===== src/pkg/pmc_pkg.sv =====
// Purpose: constants and types for the processor mode controller
// Assumes: APB slave, 32-bit data, one aligned word per register
// Notes: offsets are local choices; mode field sits in bits 1:0 of reg a
// What this block does
// reset mode follows boot pin level
// field 00 single, 01 expansion, 11 microprocessor
// writing field sets mode regardless of pin
// upper bits change blocks entering bus modes
// software avoids unsafe switches around internal ROM
// boot pin high at reset blocks ROM
// mode registers writable only when unlocked
// bus bits act only in bus modes
// mode field survives soft resets
// full multiplex needs byte pin high
// software avoids full multiplex after high boot
// rom block enable maps area, forced by flash
// sticky bit sets on one only
// global wait inserts RAM wait state
// extended area forced by flash rewrite
// extended bit selects memory limits
// single-chip mode uses no bus pins
// bus modes drive bus control pins
// bus mode field selects separate or multiplexed
// hard reset low pin gives single-chip defaults
package pmc_pkg;
  localparam logic [11:0] PMC_OFS_REG_A = 12'h000;
  localparam logic [11:0] PMC_OFS_REG_B = 12'h004;
  localparam logic [11:0] PMC_OFS_PROTECT = 12'h008;
  localparam logic [11:0] PMC_OFS_STATUS = 12'h00c;
  localparam logic [7:0] PMC_RST_REG_A_SINGLE = 8'h00;
  localparam logic [7:0] PMC_RST_REG_A_MICRO = 8'h03;
  localparam logic [7:0] PMC_RST_REG_B = 8'h08;
  localparam logic [7:0] PMC_STICKY_MASK = 8'h04;
  localparam int PMC_UNLOCK_BIT = 1;
  localparam int PMC_ROMBLK_BIT = 0;
  localparam int PMC_STICKY_BIT = 2;
  localparam int PMC_EXT_BIT = 3;
  localparam int PMC_WAIT_BIT = 7;
  localparam logic [19:0] PMC_RAM_LIM_LO = 20'h00400;
  localparam logic [19:0] PMC_RAM_LIM_HI = 20'h03fff;
  localparam logic [19:0] PMC_ROM_LIM_LO = 20'hd0000;
  localparam logic [19:0] PMC_EXT_A_LO = 20'h04000;
  localparam logic [19:0] PMC_EXT_A_HI = 20'h07fff;
  localparam logic [19:0] PMC_EXT_B_LO = 20'h80000;
  localparam logic [19:0] PMC_EXT_B_HI = 20'hcffff;
  localparam logic [19:0] PMC_BLKA_LO = 20'h0f000;
  localparam logic [19:0] PMC_BLKA_HI = 20'h0ffff;
  localparam logic [1:0] PMC_BUS_FULL_MUX = 2'h3;
  localparam logic [1:0] PMC_BUS_SEPARATE = 2'h0;
  localparam logic [1:0] PMC_SYNC_EDGES = 2'h2;

  typedef enum logic [1:0] {
    PMC_SINGLE = 2'h0,
    PMC_EXPAND = 2'h1,
    PMC_RSVD = 2'h2,
    PMC_MICRO = 2'h3
  } pmc_mode_t;

  typedef struct packed {
    logic bus_pins_en;
    logic full_mux;
    logic [1:0] bus_mode;
    logic [5:0] upper_bits;
    logic ext_area;
    logic global_wait;
  } pmc_bus_cfg_t;

  typedef struct packed {
    logic rom_enable;
    logic ram_wait;
    logic addr_ext;
  } pmc_mem_cfg_t;
endpackage


===== src/hdl/pmc_mode_ctrl.sv =====
// Purpose: processor mode selection, mode register protection, memory gating
// Assumes: presetn is the hardware reset; soft resets arrive as pulses
// Notes: external bus cycles are run by the bus unit using bus_cfg
//
// Added by the designer: the placing of the registers and the APB slave port.
`timescale 1ns/1ps
module pmc_mode_ctrl
  import pmc_pkg::*;
(
  input wire logic pclk,
  input wire logic presetn,
  input wire logic psel,
  input wire logic penable,
  input wire logic pwrite,
  input wire logic [11:0] paddr,
  input wire logic [31:0] pwdata,
  output logic [31:0] prdata,
  output logic pready,
  output logic pslverr,
  input wire logic boot_mode_pin,
  input wire logic byte_pin,
  input wire logic flash_self_rewrite_mode,
  input wire logic soft_reset,
  input wire logic [19:0] cpu_addr,
  output pmc_mode_t mode,
  output pmc_bus_cfg_t bus_cfg,
  output pmc_mem_cfg_t mem_cfg,
  output logic rom_hit,
  output logic ram_hit,
  output logic ext_hit
);
  logic boot_s1_q, boot_s2_q, byte_s1_q, byte_s2_q, flash_s1_q, flash_s2_q;
  logic [7:0] reg_a_q, reg_b_q;
  logic unlock_q, rom_block_q, boot_latched_q, cfg_done_q;
  logic [1:0] cfg_cnt_q;
  logic cfg_take;
  logic wr_en, ofs_ok;
  logic [7:0] wdat;
  logic [1:0] new_mode;
  logic [19:0] a;

  function automatic logic ofs_valid(input logic [11:0] o);
    return (o == PMC_OFS_REG_A) || (o == PMC_OFS_REG_B) || (o == PMC_OFS_PROTECT) || (o == PMC_OFS_STATUS);
  endfunction

  function automatic logic in_range(input logic [19:0] x, input logic [19:0] lo, input logic [19:0] hi);
    return (x >= lo) && (x <= hi);
  endfunction

  // pins are asynchronous to pclk
  always_ff @(posedge pclk or negedge presetn) begin
    if (!presetn) begin
      boot_s1_q <= 1'b0;
      boot_s2_q <= 1'b0;
      byte_s1_q <= 1'b0;
      byte_s2_q <= 1'b0;
      flash_s1_q <= 1'b0;
      flash_s2_q <= 1'b0;
    end else begin
      boot_s1_q <= boot_mode_pin;
      boot_s2_q <= boot_s1_q;
      byte_s1_q <= byte_pin;
      byte_s2_q <= byte_s1_q;
      flash_s1_q <= flash_self_rewrite_mode;
      flash_s2_q <= flash_s1_q;
    end
  end

  assign pready = 1'b1;
  assign ofs_ok = ofs_valid(paddr);
  assign pslverr = psel && penable && !ofs_ok;
  assign wr_en = psel && penable && pwrite && ofs_ok;
  assign wdat = pwdata[7:0];
  assign new_mode = wdat[1:0];

  // the synchroniser's reset value must not pass for the pin level,
  // so the boot level is caught only once both stages hold the real pin
  always_ff @(posedge pclk or negedge presetn) begin
    if (!presetn) begin
      cfg_cnt_q <= '0;
    end else if (cfg_cnt_q != PMC_SYNC_EDGES) begin
      cfg_cnt_q <= cfg_cnt_q + 2'h1;
    end
  end

  assign cfg_take = (cfg_cnt_q == PMC_SYNC_EDGES) && !cfg_done_q;

  always_ff @(posedge pclk or negedge presetn) begin
    if (!presetn) begin
      cfg_done_q <= 1'b0;
      boot_latched_q <= 1'b0;
    end else if (cfg_take) begin
      cfg_done_q <= 1'b1;
      boot_latched_q <= boot_s2_q;
    end
  end

  always_ff @(posedge pclk or negedge presetn) begin
    if (!presetn) begin
      unlock_q <= 1'b0;
    end else if (soft_reset) begin
      unlock_q <= 1'b0;
    end else if (wr_en && paddr == PMC_OFS_PROTECT) begin
      unlock_q <= wdat[PMC_UNLOCK_BIT];
    end
  end

  // mode register a; field untouched by soft resets
  always_ff @(posedge pclk or negedge presetn) begin
    if (!presetn) begin
      reg_a_q <= PMC_RST_REG_A_SINGLE;
    end else if (cfg_take) begin
      reg_a_q <= boot_s2_q ? PMC_RST_REG_A_MICRO : PMC_RST_REG_A_SINGLE;
    end else if (soft_reset) begin
      reg_a_q <= {PMC_RST_REG_A_SINGLE[7:2], reg_a_q[1:0]};
    end else if (wr_en && paddr == PMC_OFS_REG_A && unlock_q) begin
      reg_a_q[7:2] <= wdat[7:2];
      // reserved code ignored; bus modes refused when upper bits change
      if (new_mode != PMC_RSVD
          && !(new_mode != PMC_SINGLE && wdat[7:2] != reg_a_q[7:2])) begin
        reg_a_q[1:0] <= new_mode;
      end
    end
  end

  always_ff @(posedge pclk or negedge presetn) begin
    if (!presetn) begin
      reg_b_q <= PMC_RST_REG_B;
    end else if (soft_reset) begin
      reg_b_q <= PMC_RST_REG_B;
    end else if (wr_en && paddr == PMC_OFS_REG_B && unlock_q) begin
      reg_b_q <= (wdat & ~PMC_STICKY_MASK) | ((wdat | reg_b_q) & PMC_STICKY_MASK);
    end
  end

  // blocks internal ROM until the next hardware reset
  always_ff @(posedge pclk or negedge presetn) begin
    if (!presetn) begin
      rom_block_q <= 1'b0;
    end else if (cfg_take) begin
      rom_block_q <= boot_s2_q;
    end
  end

  assign mode = pmc_mode_t'(reg_a_q[1:0]);

  logic bus_mode_on, ext_eff, romblk_eff;
  assign bus_mode_on = (mode == PMC_EXPAND) || (mode == PMC_MICRO);
  assign ext_eff = reg_b_q[PMC_EXT_BIT] | flash_s2_q;
  assign romblk_eff = reg_b_q[PMC_ROMBLK_BIT] | flash_s2_q;

  always_comb begin
    bus_cfg = '0;
    if (bus_mode_on) begin
      bus_cfg.bus_pins_en = 1'b1;
      bus_cfg.bus_mode = reg_a_q[5:4];
      bus_cfg.upper_bits = reg_a_q[7:2];
      // full multiplex only with 8-bit bus in expansion mode
      bus_cfg.full_mux = (reg_a_q[5:4] == PMC_BUS_FULL_MUX) && (mode == PMC_EXPAND) && byte_s2_q;
      bus_cfg.ext_area = ext_eff;
      bus_cfg.global_wait = reg_b_q[PMC_WAIT_BIT];
    end
  end

  assign mem_cfg.rom_enable = !rom_block_q && (mode != PMC_MICRO);
  assign mem_cfg.ram_wait = reg_b_q[PMC_WAIT_BIT];
  assign mem_cfg.addr_ext = ext_eff;

  // address decode of the memory map
  assign a = cpu_addr;
  always_comb begin
    ram_hit = ext_eff ? (a >= PMC_RAM_LIM_LO && a < PMC_EXT_A_LO) || in_range(a, PMC_EXT_A_LO, PMC_EXT_A_HI)
                      : in_range(a, PMC_RAM_LIM_LO, PMC_RAM_LIM_HI);
    rom_hit = mem_cfg.rom_enable
              && ((ext_eff ? in_range(a, PMC_EXT_B_LO, PMC_EXT_B_HI) : 1'b0) || a >= PMC_ROM_LIM_LO
                  || (romblk_eff && in_range(a, PMC_BLKA_LO, PMC_BLKA_HI)));
    // the register area below internal RAM is never external
    ext_hit = bus_mode_on && (a >= PMC_RAM_LIM_LO) && !ram_hit && !rom_hit
              && !(ext_eff && in_range(a, PMC_EXT_B_LO, PMC_EXT_B_HI));
  end

  always_ff @(posedge pclk or negedge presetn) begin
    if (!presetn) begin
      prdata <= '0;
    end else if (psel && !penable && !pwrite) begin
      unique case (paddr)
        PMC_OFS_REG_A: prdata <= {24'h000000, reg_a_q};
        PMC_OFS_REG_B: prdata <= {24'h000000, reg_b_q[7:4], ext_eff, reg_b_q[2:1], romblk_eff};
        PMC_OFS_PROTECT: prdata <= {30'h0, unlock_q, 1'b0};
        PMC_OFS_STATUS: prdata <= {28'h0000000, bus_cfg.full_mux, rom_block_q, boot_latched_q, byte_s2_q};
        default: prdata <= '0;
      endcase
    end
  end
endmodule // pmc_mode_ctrl


===== config.mk =====
export PLATFORM = sky130hd
export DESIGN_NAME = pmc_mode_ctrl
export DESIGN_NICKNAME = d
export VERILOG_FILES = /design/src/pkg/pmc_pkg.sv /design/src/hdl/pmc_mode_ctrl.sv
export SDC_FILE = /design/constraint.sdc
export NUM_CORES = 1
export LEC_CHECK = 0
export BUFFER_PORTS_ARGS = -buffer_cell sky130_fd_sc_hd__clkbuf_2
export CAP_MARGIN = 10
export CORE_MARGIN = 10
export CORE_UTILIZATION = 47
export DETAILED_ROUTE_END_ITERATION = 8
export GPL_TIMING_DRIVEN = 0
export PLACE_DENSITY = 0.87
export SYNTH_ARGS = -nofsm -noshare
export SYNTH_HDL_FRONTEND = slang
export SYNTH_SLANG_ARGS = --single-unit

===== constraint.sdc =====
create_clock -name pclk -period 3.25 [get_ports pclk]
set_input_delay 0.1625 -clock pclk [delete_from_list [all_inputs] [get_ports pclk]]
set_output_delay 0.1625 -clock pclk [all_outputs]
set_load 0.02 [all_outputs]

==> run_results.csv <==
group,metric,value,unit
outcome,status,"complete, but fails checks",
outcome,violations,"negative hold slack",
sta,hold_slack,-0.0397,ns
route,drc,0,
clock_tree,cts_root_buf,"clkbuf_8",
sta,fmax,501,MHz
synthesis,syn_inst,232,
sta,maxSlewHeadroom,43.0,%
critical_path,rr_worst_depth,6,
hold_path,hp-class,"input pin to async pin",
sta,hold_viol_final,34,
critical_path,arrival,1.83,ns
floorplan,core_area,4320,sq um
global_routing,grt_overflow,0,
critical_path,path_cells,"nor2_1 -> inv_1 -> o21ai_0 -> a21boi_0 -> nor3_1 -> clkbuf_2",
finish,drive_above_1_share,34.6,%
synthesis,postSynthAreaPerCell,8.98,sq um
sta,min_period_over_period,61.4,%
run,drv_cap,0,
place,place.gp.congestion,0.952,
clock_tree,insertion_delay,0.29,ns
route,drt_iter0_drc,172,
synthesis,synth_compound_area_share,15.1,%
sta,fin_setup_tns,0,ns
clock_tree,clock_sinks,35,
synthesis,synth-xor-area-share,2.94,%
synthesis,ys_warn_count,0,
global_routing,grt_pass1_vias,1916,
synthesis,ys_seq_elements,35,
sta,period_needed,2.00,ns
critical_path,r2r_setup_slack,1.30,ns
critical_path,cp_data_required_time,3.09,ns
finish,area_growth,28.6,%
synthesis,ys_seq_area_share,42.1,%
synthesis,synth-simple-area-share,20.8,%
synthesis,synth_top_family_by_area,"simple AND/OR/NAND/NOR gates",
finish,n_antenna_cell,0,
clock_tree,clk_pin_slew,0.07,ns
finish,final_util,62.0,%
floorplan,ios,127,
floorplan,start_util,48.2,%
global_routing,antenna_found_initial,0,
synthesis,synth_top_area_share,40.8,%
synthesis,synth_flop_cell,"dfrtp_1",
global_routing,grt_pass1_wl,9.27,mm
global_routing,grt_max_degree,36,
finish,nets,405,
sta,setup_viol,0,
sta,maxSlewViolCount,0,
critical_path,crit_fanout,4,
clock_tree,htreeDepth,2,
synthesis,synthArstFlopShare,100,%
place,dp_hpwl,4.69,mm
synthesis,synth_commonest_cells,"dfrtp_1 (34), buf_4 (32), o21ai_0 (20)",
route,finalWirelength,5.75,mm
floorplan,die_area,7500,sq um
clock_tree,cts_buffer_depth,2,
route,drtAntennaViolNets,0,
floorplan,die_height,86.6,um
global_routing,grt_usage,15.0,%
synthesis,syn_area,2080,sq um
critical_path,worstReg2RegEnd,"reg_b_q[5]$_DFFE_PN0P_",
sta,tightest_slew,0.855,ns
route,wl_per_cell,15.0,um
critical_path,crit_type,"flip-flop to primary output",
synthesis,synth.most_common_cell,"dfrtp_1",
floorplan,die_x,86.6,um
floorplan,placementRows,24,
route,vias,1960,
power,powerDensity,336,nW/um^2
synthesis,synth-edff-count,0,
sta,rsz0062_at_grt,"no",
critical_path,cp_slowest_cell,"dfrtp_1",
synthesis,synthTopCellsByArea,"dfrtp_1 (41%), buf_4 (12%), o21ai_0 (4.8%), nand3_1 (3.6%), a21oi_1 (3.4%)",
critical_path,cp-end-kind,"primary output",
critical_path,startpoint,"flash_s2_q$_DFF_PN0_",
critical_path,critPathMaxStageDelay,0.39,ns
route,drtPass1Iterations,4,
critical_path,reg2reg_from,"unlock_q$_DFFE_PN0P_",
power,leakage,0.00134,uW
synthesis,yosysTopAreaCell,"dfrtp_1",
synthesis,ys_types,42,
synthesis,yosys.area_share.adder,0.601,%
critical_path,cp-start-kind,"flip-flop",
route,routed_via_density,5.10,
synthesis,yosys-mux-area-fraction,3.48,%
power,irDropWorstVdd,0.000234,V
clock_tree,cts-buffers-inserted,5,
place,port_buffers,66,
clock_tree,cts_tree,"yes",
critical_path,cp-endpoint,"ext_hit",
sta,fin_worst_skew,0.00857,ns
## layout by cell type (no fill, tap or decap), types with 2 or more instances in the layout
master	synthesis	final
clkbuf_2	0	66
dfrtp_1	34	34
buf_4	32	32
conb_1	2	25
o21ai_0	20	20
nand3_1	15	15
a21oi_1	14	14
nand2_1	14	14
nor2_1	12	12
clkbuf_1	10	11
and2_1	8	8
a31oi_1	5	5
mux2i_1	5	5
clkbuf_8	0	5
inv_1	4	4
nand4_1	4	4
a211oi_1	4	4
xnor2_1	4	4
o21ai_1	4	4
or4_1	3	3
nor4_1	3	3
and3_1	3	3
xor2_1	3	3
dlygate4sd3_1	0	3
o21a_1	2	2
nor3_1	2	2
or4_4	2	2
buf_2	2	2
and4_1	2	2
nand2b_1	2	2
a21o_1	2	2
nand3b_1	2	2
## worst min-delay path by stage
stage                             to  cells after the start                    start  slack [ns]
2_1_floorplan    boot_s1_q$_DFF_PN0_                      0                  presetn       -0.13
3_3_place_gp     byte_s1_q$_DFF_PN0_                      1                 byte_pin        0.27
3_5_place_dp    flash_s1_q$_DFF_PN0_                      1  flash_self_rewrite_mode        0.27
4_1_cts        prdata[1]$_DFFE_PN0P_                      1                  presetn       0.002
5_1_grt        prdata[1]$_DFFE_PN0P_                      1                  presetn        0.02
6_report       prdata[1]$_DFFE_PN0P_                      1                  presetn       -0.04
## area by class of cell
type	instances	area [sq um]
Clock inverter	2	12.5
Sequential cell	35	877
Inverter	4	15.0
Tap cell	52	65.1
Clock buffer	6	72.6
Timing Repair Buffer	69	360
Buffer	44	288
Fill cell	389	1640
Multi-Input combinational cell	172	990
## what timing repair did
action	CTS	global route
hold buffers	3	0
setup buffers	0	0
hold endpoints to repair	3	0
resized for setup	0	0
## power breakdown
part	switching [uW]	internal, uW	total, uW
clock	160	150	310
sequential	3.34	441	444
combinational	88.6	59.3	148
total	252	649	902
## through the flow
| step | total power, uW | instance area, sq um | cells | hold slack [ns] | worst slack, ns |
|---|---|---|---|---|---|
| floorplan | 542 | 2170 | 255 | -0.133 | 1.18 |
| finish | 902 | 2680 | 384 | -0.0397 | 1.25 |
| global route | 942 | 2680 | 384 | 0.0191 | 1.08 |
| global placement | 592 | 2560 | 373 | 0.271 | 1.35 |
| detailed placement | 595 | 2560 | 373 | 0.272 | 1.31 |
| CTS | 904 | 2680 | 384 | 0.00165 | 1.24 |
## registers in the layout, summed over array words and instances, names as in the netlist
name         cells
prdata           8
flash_s2_q       1
rom_block_q      1
flash_s1_q       1
byte_s2_q        1
reg_b_q          8
cfg_done_q       1
reg_a_q          8
boot_s2_q        1
byte_s1_q        1
cfg_cnt_q        2
boot_s1_q        1
unlock_q         1
## critical path: cells and delay by family (launching register included)
family                 cells  cell delay (ns)
buffers and inverters      2             0.32
flip-flops                 1             0.39
AND/OR/NAND/NOR            2             0.45
AO/OA/AOI/OAI              2             0.38
## logic make-up after synthesis
group / after synthesis
and+or+nand+nor: 78
DFF: 35
other: 2
xor gates and xnor gates: 7
adders and majority gates: 1
AOI/OAI and AO/OA: 55
buffers and inverters: 48
muxes: 6
## layer usage
layer  wire length (um)  vias up  track usage, %
met5                  0        -               0
met2               3040       90            25.6
met3                601        8            7.04
li1                   -      960               -
met1               2050      902            16.3
met4                 52        0            4.12
(Power assumes the default switching activity.)
